[config.mk]
export PLATFORM = sky130hd
export DESIGN_NAME = gpio_port
export DESIGN_NICKNAME = d
export VERILOG_FILES = /design/src/hw/gpio_port_pkg.sv /design/src/hw/gpio_port.sv
export SDC_FILE = /design/constraint.sdc
export NUM_CORES = 1
export LEC_CHECK = 0
export BUFFER_PORTS_ARGS = -buffer_cell sky130_fd_sc_hd__buf_4
export CAP_MARGIN = 0
export CORE_ASPECT_RATIO = 1.75
export CORE_MARGIN = 4
export CORE_UTILIZATION = 49
export CTS_BUF_LIST = sky130_fd_sc_hd__clkbuf_16
export CTS_CLUSTER_DIAMETER = 30
export CTS_CLUSTER_SIZE = 30
export DETAILED_ROUTE_END_ITERATION = 8
export PLACE_DENSITY = 0.78
export SLEW_MARGIN = 30
export SYNTH_ARGS = -nofsm -noshare
export SYNTH_HDL_FRONTEND = slang
export SYNTH_SLANG_ARGS = --single-unit
[constraint.sdc]
create_clock -name SYS_CLK_IN -period 2.35 [get_ports SYS_CLK_IN]
set_clock_uncertainty 0.2 [all_clocks]
set_input_delay 0.47 -clock SYS_CLK_IN [delete_from_list [all_inputs] [get_ports SYS_CLK_IN]]
set_output_delay 0.47 -clock SYS_CLK_IN [all_outputs]
set_load 0.01 [all_outputs]
[src/hw/gpio_port_pkg.sv]
// Package with register map, reset values and carrier types of the GPIO port block.
`default_nettype none
package gpio_port_pkg;
   localparam int unsigned ADDR_W = 8;
   localparam logic [7:0] PORT_A_PIN_LEVEL = 8'h00;
   localparam logic [7:0] PORT_A_DIRECTION = 8'h01;
   localparam logic [7:0] PORT_B_PIN_LEVEL = 8'h03;
   localparam logic [7:0] PORT_B_DIRECTION = 8'h04;
   localparam logic [7:0] PORT_B_OUTPUT_LATCH = 8'h05;
   localparam logic [7:0] PORT_C_PIN_LEVEL = 8'h06;
   localparam logic [7:0] PORT_C_DIRECTION = 8'h07;
   localparam logic [7:0] PORT_C_OUTPUT_LATCH = 8'h08;
   localparam logic [7:0] PORT_D_PIN_LEVEL = 8'h09;
   localparam logic [7:0] PORT_D_DIRECTION = 8'h0A;
   localparam logic [7:0] PORT_D_OUTPUT_LATCH = 8'h0B;
   localparam logic [7:0] PORT_E_DIRECTION = 8'h0D;
   localparam logic [7:0] PORT_E_OUTPUT_LATCH = 8'h0E;
   localparam logic [7:0] PORT_A_OUTPUT_LATCH = 8'h22;
   localparam logic [7:0] CORE_CONTROL_BITS = 8'h35;
   // Block-local registers for the port J pin-change gating and the event interrupt.
   localparam logic [7:0] PIN_CHANGE_MASK = 8'h40;
   localparam logic [7:0] PIN_CHANGE_CONTROL = 8'h41;
   localparam logic [7:0] IRQ_STATUS = 8'h42;
   localparam logic [7:0] IRQ_CLEAR = 8'h43;
   localparam logic [7:0] IRQ_ENABLE = 8'h44;
   // Core control bit positions and writable mask.
   localparam int unsigned PULLUP_DISABLE_BIT = 4;
   localparam logic [7:0] CORE_CONTROL_WMASK = 8'h93;
   localparam logic [7:0] CORE_CONTROL_RESET = 8'h00;
   localparam logic [7:0] LATCH_RESET = 8'h00;
   localparam logic [7:0] DIRECTION_RESET = 8'h00;
   localparam logic [6:0] MASK_RESET = 7'h00;
   localparam logic [6:0] IRQ_RESET = 7'h00;
   localparam logic [7:0] READ_ZERO = 8'h00;
   // Port J pins carrying pin-change sources; pin 7 has none.
   localparam int unsigned PJ_SOURCES = 7;

   typedef struct packed {
      logic [7:0] latch;
      logic [7:0] direction;
   } port_cfg_t;

   typedef struct packed {
      logic [7:0] addr;
      logic [7:0] wdata;
      logic wr;
      logic rd;
   } bus_req_t;

   typedef struct packed {
      logic [4:0][7:0] latch;
      logic [4:0][7:0] direction;
      logic [7:0] core_control;
      logic [6:0] pc_mask;
      logic pc_group_enable;
      logic [6:0] irq_status;
      logic [6:0] irq_enable;
      logic [3:0][7:0] sync1;
      logic [3:0][7:0] sync2;
      logic [7:0] pj_sync1;
      logic [7:0] pj_sync2;
      logic [7:0] pj_prev;
      logic [7:0] rdata;
   } gpio_state_t;
endpackage
`default_nettype wire

[src/hw/gpio_port.sv]
// GPIO ports A to E with pull-up control and port J pin-change input gating.
//
// Design decision made here: the strobed register port.
`timescale 1ns/10ps
`default_nettype none
module gpio_port #(
   parameter bit LARGE_VARIANT = 1'b1
) (
   input wire logic SYS_CLK_IN,
   input wire logic RST_N_IN,
   input wire logic [7:0] ADDR_IN,
   input wire logic [7:0] WDATA_IN,
   input wire logic WR_IN,
   input wire logic RD_IN,
   output logic [7:0] RDATA_OUT,
   output logic IRQ_OUT,
   input wire logic [39:0] PIN_IN,
   output logic [39:0] PIN_OUT,
   output logic [39:0] PIN_OE_OUT,
   output logic [39:0] PULLUP_OUT,
   input wire logic [7:0] PJ_PIN_IN,
   output logic [7:0] PJ_INPUT_ENABLE_OUT,
   output logic [6:0] PIN_CHANGE_SOURCE_OUT
);
   gpio_port_pkg::gpio_state_t state;
   gpio_port_pkg::gpio_state_t next_state;
   gpio_port_pkg::bus_req_t req;
   logic [7:0] input_enable_override_enable;
   logic [6:0] pj_change;
   logic pullups_on;

   // Masked write keeps the read-only bits at their current value.
   function automatic logic [7:0] merge(input logic [7:0] old, input logic [7:0] val,
                                        input logic [7:0] wmask);
      merge = (old & ~wmask) | (val & wmask);
   endfunction

   // Pull-ups of one 8-bit port from its latch and direction, gated by the enable.
   function automatic logic [7:0] pullup_of(input gpio_port_pkg::port_cfg_t cfg,
                                            input logic enable);
      pullup_of = enable ? (cfg.latch & ~cfg.direction) : 8'h00;
   endfunction

   assign req = '{addr: ADDR_IN, wdata: WDATA_IN, wr: WR_IN, rd: RD_IN};
   assign pullups_on = ~state.core_control[gpio_port_pkg::PULLUP_DISABLE_BIT];

   // Port J overrides: only the input enable override may ever be asserted.
   always_comb begin
      input_enable_override_enable = 8'h00;
      if (LARGE_VARIANT) begin
         input_enable_override_enable[6:0] = state.pc_mask & {7{state.pc_group_enable}};
      end
   end

   // Input buffer is forced off (value 0) where the override is enabled.
   assign PJ_INPUT_ENABLE_OUT = LARGE_VARIANT ? ~input_enable_override_enable : 8'h00;
   assign pj_change = (state.pj_sync2[6:0] ^ state.pj_prev[6:0]) & state.pc_mask;
   assign PIN_CHANGE_SOURCE_OUT = LARGE_VARIANT ? state.pj_sync2[6:0] : 7'h00;

   // Pad drivers follow the port registers directly; port J never overrides them.
   always_comb begin
      for (int p = 0; p < 5; p++) begin
         PIN_OUT[p*8 +: 8] = state.latch[p] & state.direction[p];
         PIN_OE_OUT[p*8 +: 8] = state.direction[p];
         PULLUP_OUT[p*8 +: 8] = pullup_of('{latch: state.latch[p],
            direction: state.direction[p]}, pullups_on);
      end
   end

   assign RDATA_OUT = state.rdata;
   assign IRQ_OUT = |(state.irq_status & state.irq_enable);

   // Next-state logic: synchronisers, register writes, read mux and events.
   always_comb begin
      logic [6:0] irq_clear;
      irq_clear = 7'h00;
      next_state = state;
      next_state.sync1 = PIN_IN[31:0];
      next_state.sync2 = state.sync1;
      next_state.pj_sync1 = LARGE_VARIANT ? PJ_PIN_IN : 8'h00;
      next_state.pj_sync2 = state.pj_sync1;
      next_state.pj_prev = state.pj_sync2;
      next_state.rdata = gpio_port_pkg::READ_ZERO;
      if (req.wr) begin
         case (req.addr)
            gpio_port_pkg::PORT_A_OUTPUT_LATCH: next_state.latch[0] = req.wdata;
            gpio_port_pkg::PORT_B_OUTPUT_LATCH: next_state.latch[1] = req.wdata;
            gpio_port_pkg::PORT_C_OUTPUT_LATCH: next_state.latch[2] = req.wdata;
            gpio_port_pkg::PORT_D_OUTPUT_LATCH: next_state.latch[3] = req.wdata;
            gpio_port_pkg::PORT_E_OUTPUT_LATCH: next_state.latch[4] = req.wdata;
            gpio_port_pkg::PORT_A_DIRECTION: next_state.direction[0] = req.wdata;
            gpio_port_pkg::PORT_B_DIRECTION: next_state.direction[1] = req.wdata;
            gpio_port_pkg::PORT_C_DIRECTION: next_state.direction[2] = req.wdata;
            gpio_port_pkg::PORT_D_DIRECTION: next_state.direction[3] = req.wdata;
            gpio_port_pkg::PORT_E_DIRECTION: next_state.direction[4] = req.wdata;
            gpio_port_pkg::CORE_CONTROL_BITS: begin
               next_state.core_control = merge(state.core_control, req.wdata,
                  gpio_port_pkg::CORE_CONTROL_WMASK);
            end
            gpio_port_pkg::PIN_CHANGE_MASK: next_state.pc_mask = req.wdata[6:0];
            gpio_port_pkg::PIN_CHANGE_CONTROL: next_state.pc_group_enable = req.wdata[0];
            gpio_port_pkg::IRQ_CLEAR: irq_clear = req.wdata[6:0];
            gpio_port_pkg::IRQ_ENABLE: next_state.irq_enable = req.wdata[6:0];
            default: ;
         endcase
      end
      // Pin-level writes are accepted but have no effect here, so they read back pins.
      if (req.rd) begin
         case (req.addr)
            gpio_port_pkg::PORT_A_PIN_LEVEL: next_state.rdata = state.sync2[0];
            gpio_port_pkg::PORT_B_PIN_LEVEL: next_state.rdata = state.sync2[1];
            gpio_port_pkg::PORT_C_PIN_LEVEL: next_state.rdata = state.sync2[2];
            gpio_port_pkg::PORT_D_PIN_LEVEL: next_state.rdata = state.sync2[3];
            gpio_port_pkg::PORT_A_OUTPUT_LATCH: next_state.rdata = state.latch[0];
            gpio_port_pkg::PORT_B_OUTPUT_LATCH: next_state.rdata = state.latch[1];
            gpio_port_pkg::PORT_C_OUTPUT_LATCH: next_state.rdata = state.latch[2];
            gpio_port_pkg::PORT_D_OUTPUT_LATCH: next_state.rdata = state.latch[3];
            gpio_port_pkg::PORT_E_OUTPUT_LATCH: next_state.rdata = state.latch[4];
            gpio_port_pkg::PORT_A_DIRECTION: next_state.rdata = state.direction[0];
            gpio_port_pkg::PORT_B_DIRECTION: next_state.rdata = state.direction[1];
            gpio_port_pkg::PORT_C_DIRECTION: next_state.rdata = state.direction[2];
            gpio_port_pkg::PORT_D_DIRECTION: next_state.rdata = state.direction[3];
            gpio_port_pkg::PORT_E_DIRECTION: next_state.rdata = state.direction[4];
            gpio_port_pkg::CORE_CONTROL_BITS: next_state.rdata = state.core_control;
            gpio_port_pkg::PIN_CHANGE_MASK: next_state.rdata = {1'b0, state.pc_mask};
            gpio_port_pkg::PIN_CHANGE_CONTROL: next_state.rdata = {7'h00, state.pc_group_enable};
            gpio_port_pkg::IRQ_STATUS: next_state.rdata = {1'b0, state.irq_status};
            gpio_port_pkg::IRQ_ENABLE: next_state.rdata = {1'b0, state.irq_enable};
            default: next_state.rdata = gpio_port_pkg::READ_ZERO;
         endcase
      end
      // A new change in the clear cycle wins, so no event is lost.
      next_state.irq_status = (state.irq_status & ~irq_clear) | pj_change;
   end

   // Pin synchronisers take no reset value that matters; they reset to zero anyway.
   always_ff @(posedge SYS_CLK_IN or negedge RST_N_IN) begin
      if (!RST_N_IN) begin
         state <= '0;
         state.core_control <= gpio_port_pkg::CORE_CONTROL_RESET;
         state.latch <= {5{gpio_port_pkg::LATCH_RESET}};
         state.direction <= {5{gpio_port_pkg::DIRECTION_RESET}};
         state.pc_mask <= gpio_port_pkg::MASK_RESET;
         state.irq_status <= gpio_port_pkg::IRQ_RESET;
         state.irq_enable <= gpio_port_pkg::IRQ_RESET;
      end else begin
         state <= next_state;
      end
   end
endmodule
`default_nettype wire

# --- After elaboration in Yosys (flattened, before gate mapping) ---
# Cells that the tools add are included.
word_totals:
  mem_bits_rw: 0
  out_inout_bits: 144
  latchBits: 0
  mem_bits_ro: 0
  input_bits: 68
  mem_count: 0
  ff_bits: 203
  elab_cells: 95
classes:
  div_mod_pow: 0
  addsub: 0
  mul: 0
  n_mux: 9
  n_shift: 0
  n_eq_ne: 19
  reduce_logical: 16
  magnitude_cmp: 0
  bitwise_logic: 24
op_table:
  columns: ["operator", "count"]
  rows:
  - ["$pmux 8 s19", 1]
  - ["$and 8x8->8", 10]
  - ["$eq 8x4->1 const B", 6]
  - ["$mux 8", 6]
  - ["$eq 8x7->1 const B", 5]
  - ["$not 8->8", 5]
  - ["$eq 8x3->1 const B", 4]
  - ["$and 7x7->7", 4]
  - ["$reduce_and 2->1", 14]
  - ["$eq 8x6->1 const B", 2]
  - ["$mux 7", 2]
  - ["$eq 8x1->1 const B", 1]
  - ["$eq 8x2->1 const B", 1]
  - ["$logic_not 8->1", 1]
  - ["$not 7->8", 1]
  - ["$or 7x8->8", 1]
  - ["$not 7->7", 1]
  - ["$or 7x7->7", 1]
  - ["$reduce_or 7->1", 1]
  - ["$xor 7x7->7", 1]

# --- Longest topological paths before layout ---
# Gate-level depths: netlist of the first run.
logic_depth:
  depth_word: 6
  depth_mapped: 8
  ltp_nobuf: 5

# --- Worst setup path before layout of the first run ---
# No wires, ideal clock.
synth_path:
  kind: "input to register"
  startpoint: "input port ADDR_IN[4]"
  endpoint: "register state (netlist bit PIN_OE_OUT[24])"
  required_ns: 2.025
  stages: 7
  setup_time_ns: 0.125
  setup_slack_ns: -0.001
  arrival_ns: 2.026
  n_path_buf: 3
  path_cell_list: "buf_6 -> or4_4 -> buf_6 -> nor2_4 -> and3_1 -> buf_4 -> mux2_2"
synth_between:
  elab_chain_cells: 2
synth_lines:
  columns: ["item", "line", "source"]
  rows:
  - ["from (decl)", "gpio_port.sv:11", "input wire logic [7:0] ADDR_IN,"]
  - ["$eq 8x4->1", "gpio_port.sv:85", "case (req.addr)"]
  - ["$reduce_and 2->1 (no line)", null, null]
  - ["to (signal assigned)", "gpio_port.sv:147", "state <= next_state;"]
  - ["to (decl)", "gpio_port.sv:25", "gpio_port_pkg::gpio_state_t state;"]
# Every way passes these cells.
# A chain may end at the register's enable or synchronous reset.

# --- Final worst setup path of the first run ---
layout_path:
  startpoint: "register state[106] in the netlist's numbering"
  endpoint: "output port IRQ_OUT"
layout_between:
  elab_chain_cells: 2
layout_lines:
  columns: ["item", "line", "source"]
  rows:
  - ["$and 7x7->7", "gpio_port.sv:71", "assign IRQ_OUT = |(state.irq_status & state.irq_enable);"]
  - ["$reduce_or 7->1", "gpio_port.sv:71", null]
  - ["to (decl)", "gpio_port.sv:16", "output logic IRQ_OUT,"]
# Every way passes these cells.

==> flow_metrics.py, run 1 <==
metrics = {
    "sta": {
        "hold_viol_final": 0,
        "fin_crit_sh": 0.947,
        "holdWs_ps": 148,
        "max_clock_freq_mhz": 449,
        "final.setup.tns_ps": 0,
        "rsz0062_at_grt": "false",
        "tightest_slew_ps": 521,
        "slew_violations": 0,
        "min_period_ps": 2230,
        "slew-limit-headroom": 0.652,
        "setup_viol": 0,
    },
    "job": {
        "maxCapViolations": 0,
    },
    "clock_tree": {
        "cts-root-buf": "clkbuf_16",
        "cts_sinks": 199,
        "tritoncts": "yes",
        "clockBufferDepth": 2,
        "cts-htree-levels": 4,
        "clk_pin_slew_worst_paths_ps": 70,
        "clk_latency_ps": 440,
        "numCtsBuffers": 17,
    },
    "setup_path": {
        "critical_path_required_ps": 1680,
        "cp.depth": 3,
        "crit_fanout": 3,
        "reg2regPathDepth": 5,
        "crit_path_end_kind": "primary output",
        "path_class": "reg2out",
        "worstPathCellList": "a222oi_1, nand3_1, buf_4",
        "arrival_ps": 1560,
        "cpPeakStageDelay_ps": 420,
        "worst_path_max_delay_cell": "dfrtp_1",
        "cp_top_family": "flip-flops",
        "cp_num_buf_inv": 1,
        "startpoint_type": "flop",
    },
    "synthesis": {
        "synth.top_cell.area_share": 0.551,
        "avgSynthCellArea_um2": 12.5,
        "async_flop_share": 1.00,
        "synth_cell_type_count": 66,
        "netlist_top_cells_area": "dfrtp_1 55%, mux2_2 14%, buf_4 4.7%",
        "synth_nets": 790,
        "netlist_area_um2": 9040,
        "ys_seq_area_frac": 0.551,
        "ys_warn_count": 0,
        "synthCells": 722,
        "yosysTopAreaCell": "dfrtp_1",
        "ys_seq_elements": 199,
        "synth_edf_count": 0,
        "synthFlopType": "dfrtp_1",
    },
    "routing": {
        "drtIter0Drc": 425,
        "vias_per_cell": 5.70,
        "post_drt_wl_per_cell_um": 23.5,
        "dr_total_vias": 6953,
        "ant_nets": 0,
        "dr.pass1.iters": 5,
        "drc": 0,
        "totalWireLength_mm": 28.7,
    },
    "power_and_ir_drop": {
        "switchingPower_mw": 1.92,
        "switching_share": 0.253,
        "leakage_nw": 5.72,
        "internal_power_mw": 5.65,
        "ir_drop_mv": 0.697,
        "power.density_nw_per_um2": 632,
        "clockPowerShare": 0.378,
        "p_seq_frac": 0.505,
        "combPwrFrac": 0.117,
    },
    "global_routing": {
        "antenna_found_initial": 0,
        "grt_pass1_wl_mm": 44.0,
        "grt_start_max_net_pins": 62,
        "grt_pass1_vias": 7375,
        "grt_usage": 0.280,
        "globalRoute.totalOverflow": 0,
    },
    "placement": {
        "portBuffers": 201,
        "dp_hpwl_mm": 21.4,
        "gp_congestion": 0.948,
    },
    "cells_and_area": {
        "layout.nets": 1041,
        "fillCellCount": 1393,
        "drive_gt1_frac": 0.459,
        "syn_to_final_growth_pct": 32.5,
        "num_antenna_cells": 0,
        "final_cell_mix": "278 x buf_4, 198 x dfrtp_1, 111 x mux2_2, 41 x and2_1",
        "final_common_cell": "buf_4",
    },
    "min_path": {
        "hold_path.class": "reg2reg",
        "hold_depth": 0,
    },
    "die": {
        "die_h_um": 188,
        "io_pins": 212,
        "core.rowCount": 65,
        "core_area_um2": 18100,
        "die_w_um": 111,
        "die_area_um2": 20800,
        "initial_core_util": 0.501,
    },
    "outcome": {
        "status": "complete, no violations",
    },
}
per-layer routing:
| layer | global-route usage | wire, µm | vias up |
|---|---|---|---|
| li1 | - | - | 3051 |
| met1 | 0.311 | 10200 | 3513 |
| met2 | 0.502 | 15400 | 291 |
| met3 | 0.0442 | 1370 | 98 |
| met4 | 0.160 | 1680 | 0 |
| met5 | 0 | 0 | - |
metrics by stage:
step           power [mW]  worst slack, ps  instances   util  cell area, µm²
2_1_floorplan        4.23             21.1        722      -            9040
3_3_place_gp         4.69             -221       1147  0.608           11000
3_5_place_dp         4.71             -158       1147  0.608           11000
4_1_cts              7.62             11.0       1219  0.662           12000
5_1_grt              7.85             91.4       1220  0.663           12000
6_report             7.57              124       1220  0.663           12000
sequential cells by signal, indices dropped and copies added (netlist names):
name                   cells
RDATA_OUT                  8
next_state                39
state                    105
PIN_CHANGE_SOURCE_OUT      7
PIN_OE_OUT                40
worst paths after layout:
kind,from,end,slack (ps)
setup reg to reg,state[200],RDATA_OUT[2],320
hold reg to reg,next_state[53],state[53],150
min in group asynchronous,RST_N_IN,next_state[46],340
setup / recovery,state[106],IRQ_OUT,120
max in group asynchronous,RST_N_IN,state[122],960
hold / removal,next_state[53],state[53],150
synthesized netlist by cell type, drive strengths merged (7+ instances only):
cell type / n
a21oi: 7
nor2: 20
a22oi: 20
dfrtp: 199
nor3b: 42
a22o: 16
nand3: 25
buf: 71
a31oi: 9
nor2b: 7
nand2: 30
clkbuf: 24
xor2: 7
and2: 41
mux2: 111
power groups by stage:
stage	combinational, mW	clock, mW	sequential, mW
after floorplan	0.432	0	3.79
after global placement	0.813	0	3.88
after detailed placement	0.827	0	3.89
after CTS	0.886	2.91	3.82
after global routing	0.949	3.06	3.84
final	0.886	2.86	3.82
cell families after synthesis:
logic type	after synthesis	share of synthesized area
buffers and inverters	99	0.0685
flip-flops	199	0.551
other	1	0.000415
XOR/XNOR	7	0.00678
AO/OA/AOI/OAI	96	0.0819
multiplexers	118	0.147
AND/OR/NAND/NOR	202	0.144
final cells by class:
type                            instances  area [µm²]  share of cell area
Clock buffer                           17         425              0.0355
Clock inverter                         15         150              0.0125
Inverter                                4        15.0             0.00125
Multi-Input combinational cell        424        3450               0.288
Sequential cell                       199        4980               0.416
Tap cell                              234         293              0.0244
Timing Repair Buffer                  327        2660               0.222
repair_timing:
action / 4_1_cts / 5_1_grt
hold endpoints to repair: 78 / 0
hold buffers: 40 / 0
buffers inserted: 0 / 1
resized for setup: 0 / 3
endpoints found under the setup margin: 0 / 22
No activity file was read; power rests on OpenSTA's default activity.
==> run 2, diff against run 1 <==
--- a/config.mk
+++ b/config.mk
@@ -7,13 +7,14 @@
 export LEC_CHECK = 0
 export BUFFER_PORTS_ARGS = -buffer_cell sky130_fd_sc_hd__buf_4
 export CAP_MARGIN = 0
-export CORE_ASPECT_RATIO = 1.75
+export CORE_ASPECT_RATIO = 0.75
 export CORE_MARGIN = 4
 export CORE_UTILIZATION = 49
 export CTS_BUF_LIST = sky130_fd_sc_hd__clkbuf_16
 export CTS_CLUSTER_DIAMETER = 30
 export CTS_CLUSTER_SIZE = 30
 export DETAILED_ROUTE_END_ITERATION = 8
+export HOLD_SLACK_MARGIN = 0.05
 export PLACE_DENSITY = 0.78
 export SLEW_MARGIN = 30
 export SYNTH_ARGS = -nofsm -noshare
==> flow_metrics.py, run 2 (synthesis results as in run 1) <==
metrics = {
    "outcome": {
        "status": "complete, no violations",
    },
    "die": {
        "die_h_um": 126,
        "core_area_um2": 17900,
        "io_pins": 212,
        "initial_core_util": 0.506,
        "core.rowCount": 42,
        "die_w_um": 165,
        "die_area_um2": 20700,
    },
    "cells_and_area": {
        "finalNonFillerCells": 1224,
        "final_common_cell": "buf_4",
        "largest_reg_flops": 105,
        "top_register": "state",
        "multiInputGateArea_um2": 3460,
        "fin_util": 0.675,
        "drive_gt1_frac": 0.458,
        "fillCellCount": 1324,
        "syn_to_final_growth_pct": 33.4,
        "layout.nets": 1039,
        "seqCellArea_um2": 4980,
        "num_antenna_cells": 0,
        "final_cell_mix": "269 x buf_4, 198 x dfrtp_1, 111 x mux2_2, 41 x and2_1, 40 x dlygate4sd3_1",
    },
    "setup_path": {
        "reg2regPathDepth": 5,
        "arrival_ps": 1590,
        "reg2reg_to": "RDATA_OUT[2]",
        "startpoint_type": "flop",
        "crit_fanout": 18,
        "rr_startpoint": "state[200]",
        "crit_path_end_kind": "primary output",
        "rrSetupSlack_ps": 410,
        "critical_path_required_ps": 1680,
        "path_class": "reg2out",
    },
    "global_routing": {
        "grt_pass1_vias": 7145,
        "globalRoute.totalOverflow": 0,
        "grt_pass1_wl_mm": 42.7,
        "grt_start_max_net_pins": 57,
        "antenna_found_initial": 0,
        "grt_usage": 0.274,
    },
    "placement": {
        "dp_hpwl_mm": 20.6,
        "portBuffers": 201,
        "gp_congestion": 0.917,
        "dp_cells": 1152,
    },
    "routing": {
        "ant_nets": 0,
        "drtIter0Drc": 779,
        "vias_per_cell": 5.68,
        "post_drt_wl_per_cell_um": 23.0,
        "drc": 0,
        "dr_total_vias": 6955,
        "totalWireLength_mm": 28.1,
        "dr.pass1.iters": 5,
    },
    "min_path": {
        "min_from": "next_state[38]",
        "hold_end": "state[38]",
        "hold_depth": 0,
        "hold_path.class": "reg2reg",
    },
    "power_and_ir_drop": {
        "combPwrFrac": 0.117,
        "switching_share": 0.255,
        "p_seq_frac": 0.502,
        "switchingPower_mw": 1.94,
        "leakage_nw": 5.73,
        "clockPowerShare": 0.381,
        "ir_drop_mv": 0.399,
        "total_power_mw": 7.61,
        "internal_power_mw": 5.67,
        "power.density_nw_per_um2": 631,
    },
    "job": {
        "maxCapViolations": 0,
    },
    "clock_tree": {
        "clk_pin_slew_worst_paths_ps": 70,
        "numCtsBuffers": 17,
        "cts-root-buf": "clkbuf_16",
        "cts_sinks": 199,
        "tritoncts": "yes",
        "clockBufferDepth": 2,
        "cts-htree-levels": 4,
        "clk_latency_ps": 450,
    },
    "sta": {
        "tightest_slew_ps": 587,
        "min_period_ps": 2260,
        "hold_viol_final": 0,
        "max_clock_freq_mhz": 443,
        "final.setup.tns_ps": 0,
        "fin_crit_sh": 0.960,
        "setup_viol": 0,
        "slew-limit-headroom": 0.608,
        "slew_violations": 0,
    },
}
run 2: cell count changes in the layout (fill, tap and decap cells not counted), moves of 2 or more:
cell | previous run | this run
inv_8 | 0 | 2
buf_12 | 8 | 14
clkinv_2 | 3 | 0
inv_6 | 4 | 2
clkinv_4 | 2 | 4
buf_4 | 278 | 269
run 2: through the flow:
step           hold slack (ps)  instance area [µm²]  setup WS [ps]
6_report                   149                12100           92.9
5_1_grt                    156                12100          -6.16
4_1_cts                    150                12000           14.4
3_5_place_dp               135                11000           -194
3_3_place_gp               132                11000           -117
2_1_floorplan            -25.6                 9040           21.1
run 2: worst max path at each step:
| stage | startpoint | endpoint | slack [ps] | cells after the start |
|---|---|---|---|---|
| after floorplan | ADDR_IN[4] | PIN_OE_OUT[24] | 20 | 7 |
| final | state[122] | PULLUP_OUT[6] | 90 | 3 |
| after global placement | ADDR_IN[5] | RDATA_OUT[2] | -120 | 6 |
| after detailed placement | ADDR_IN[5] | RDATA_OUT[5] | -190 | 6 |
| after CTS | state[122] | PULLUP_OUT[35] | 10 | 3 |
| after global routing | state[122] | PULLUP_OUT[7] | -6 | 3 |
run 2: worst max-delay path, stage by stage, from the launching register on:
cell and delay [ps]:
dfrtp_2 510, buf_6 230, nor3b_1 240, buf_4 160
run 2: layout make-up:
class                   instances  share of cell area
flip-flops and latches        199               0.413
clock buffers                  17              0.0353
clock inverters                13              0.0125
multi-input cells             424               0.287
well taps                     242              0.0251
inverters                       4             0.00125
repair buffers                325               0.226
run 2: metal layers:
layer | GRT usage | up-vias | share of wire
met4 | 0.0689 | 0 | 0.017
met3 | 0.0581 | 35 | 0.085
met5 | 0 | - | 0
met2 | 0.425 | 345 | 0.47
met1 | 0.398 | 3520 | 0.43
li1 | - | 3055 | -
run 2: timing repair:
action | CTS | global route
buffers inserted | 0 | 2
hold buffers | 40 | 0
hold endpoints to repair | 76 | 0
gates resized for setup | 1 | 4
gates cloned | 0 | 0
endpoints found under the setup margin | 30 | 16
run 2: power by group through the flow:
stage	combinational, mW	sequential (mW)	clock, mW
finish	0.891	3.82	2.90
global route	0.961	3.84	3.07
CTS	0.888	3.81	2.93
detailed placement	0.830	3.88	0
global placement	0.815	3.87	0
floorplan	0.432	3.79	0
==> run 3, diff against run 2 <==
--- a/config.mk
+++ b/config.mk
@@ -12,10 +12,11 @@
 export CORE_UTILIZATION = 49
 export CTS_BUF_LIST = sky130_fd_sc_hd__clkbuf_16
 export CTS_CLUSTER_DIAMETER = 30
-export CTS_CLUSTER_SIZE = 30
+export CTS_CLUSTER_SIZE = 16
 export DETAILED_ROUTE_END_ITERATION = 8
 export HOLD_SLACK_MARGIN = 0.05
 export PLACE_DENSITY = 0.78
+export RECOVER_POWER = 100
 export SLEW_MARGIN = 30
 export SYNTH_ARGS = -nofsm -noshare
 export SYNTH_HDL_FRONTEND = slang
==> flow_metrics.py, run 3 (synthesis results as in run 1) <==
metrics = {
    "setup_path": {
        "crit_fanout": 15,
        "arrival_ps": 2400,
        "critical_path_required_ps": 2480,
        "cp_num_buf_inv": 3,
        "worst_path_max_delay_cell": "nor4_1",
        "startpoint_type": "primary input",
        "cp_top_family": "simple AND/OR/NAND/NOR gates",
        "crit_path_end_kind": "flop",
        "worstPathCellList": "clkbuf_2, nor4_1, buf_12, nand2_1, nor2_1, clkbuf_1, mux2_2",
        "path_class": "in2reg",
        "cpPeakStageDelay_ps": 490,
        "rrSetupSlack_ps": 420,
    },
    "routing": {
        "dr_total_vias": 6995,
        "post_drt_wl_per_cell_um": 23.0,
        "drtIter0Drc": 771,
        "ant_nets": 0,
        "totalWireLength_mm": 28.2,
        "vias_per_cell": 5.71,
        "dr.pass1.iters": 5,
        "drc": 0,
    },
    "clock_tree": {
        "clk_pin_slew_worst_paths_ps": 70,
        "tritoncts": "yes",
        "clockBufferDepth": 2,
        "cts_sinks": 199,
        "clk_latency_ps": 440,
        "numCtsBuffers": 17,
        "cts-root-buf": "clkbuf_16",
        "cts-htree-levels": 4,
    },
    "cells_and_area": {
        "final_common_cell": "dfrtp_1",
        "multiInputGateArea_um2": 3360,
        "fin_area_um2": 11500,
        "fillCellCount": 1473,
        "largest_reg_flops": 105,
        "num_antenna_cells": 0,
        "final_cell_mix": "198 x dfrtp_1, 143 x buf_4, 110 x mux2_2, 80 x clkbuf_1",
        "drive_gt1_frac": 0.362,
        "layout.nets": 1039,
        "syn_to_final_growth_pct": 27.6,
        "seqCellArea_um2": 4980,
        "fin_util": 0.646,
        "top_register": "state",
    },
    "sta": {
        "slew_violations": 0,
        "min_period_ps": 2280,
        "max_clock_freq_mhz": 439,
        "layout_setup_ws_ps": 73.2,
        "tightest_slew_ps": 1030,
        "slew-limit-headroom": 0.312,
        "setup_viol": 0,
        "holdWs_ps": 149,
        "fin_crit_sh": 0.969,
        "hold_viol_final": 0,
    },
    "die": {
        "io_pins": 212,
        "core.rowCount": 42,
        "initial_core_util": 0.506,
        "die_area_um2": 20700,
        "core_area_um2": 17900,
        "die_h_um": 126,
        "die_w_um": 165,
    },
    "placement": {
        "gp_congestion": 0.917,
        "place_ws_ps": -194,
        "dp_hpwl_mm": 20.6,
        "placed_area_um2": 11000,
        "portBuffers": 201,
    },
    "power_and_ir_drop": {
        "internal_power_mw": 5.62,
        "ir_drop_mv": 0.399,
        "power.density_nw_per_um2": 655,
        "combPwrFrac": 0.110,
        "switchingPower_mw": 1.93,
        "clockPowerShare": 0.384,
        "leakage_nw": 5.34,
        "switching_share": 0.256,
        "p_seq_frac": 0.506,
    },
    "global_routing": {
        "grt_usage": 0.274,
        "grt_pass1_wl_mm": 42.7,
        "antenna_found_initial": 0,
        "grt_pass1_vias": 7145,
        "grt_start_max_net_pins": 57,
        "globalRoute.totalOverflow": 0,
    },
    "min_path": {
        "hold_path.class": "reg2reg",
    },
    "job": {
        "maxCapViolations": 0,
    },
    "outcome": {
        "status": "complete, no violations",
    },
}
==> run 3: cell type report <==
| type | count | share of cell area |
|---|---|---|
| flip-flops and latches | 199 | 0.432 |
| multi-input cells | 424 | 0.291 |
| repair buffers | 325 | 0.199 |
| clock buffers | 17 | 0.0369 |
| well taps | 242 | 0.0262 |
| clock inverters | 13 | 0.0130 |
| inverters | 4 | 0.00130 |
==> run 3: metal layers <==
metal	wire (µm)	GRT usage
met5	0	0
met4	514	0.0689
met3	2430	0.0581
met2	13000	0.425
met1	12200	0.398
==> run 3: worst register-to-register path: cells and delay by family, from the launching register on <==
kind | cells | cell delay (ps)
compound gates | 4 | 880
mux | 1 | 280
flops | 1 | 410
==> run 3: worst paths after layout <==
check	start	end	cells after the start
max reg2reg	state[200]	RDATA_OUT[2]	5
min in group asynchronous	RST_N_IN	next_state[43]	2
max	ADDR_IN[5]	state[196]	7
min	next_state[62]	state[62]	0
min reg2reg	next_state[62]	state[62]	0
max in group asynchronous	RST_N_IN	PIN_OE_OUT[32]	3
==> run 3: what timing repair did <==
item                                    4_1_cts  5_1_grt
pin swaps                                     0        0
setup buffers                                 0        2
hold buffers                                 40        0
endpoints found under the setup margin       30       16
gates resized for setup                       1        4
hold endpoints to repair                     76        0
==> run 3: power groups by stage <==
stage / Clock [mW] / Sequential [mW] / Combinational [mW]
finish: 2.90 / 3.82 / 0.834
detailed placement: 0 / 3.88 / 0.830
global placement: 0 / 3.87 / 0.815
CTS: 2.93 / 3.81 / 0.888
floorplan: 0 / 3.79 / 0.432
global route: 3.07 / 3.84 / 0.902
==> run 3: through the flow <==
stage	power (mW)	std cells	TNS [ps]
after floorplan	4.23	722	0
after global placement	4.69	1152	-1060
after detailed placement	4.71	1152	-1480
after CTS	7.63	1222	0
after global routing	7.82	1224	-8.13
final	7.55	1224	0
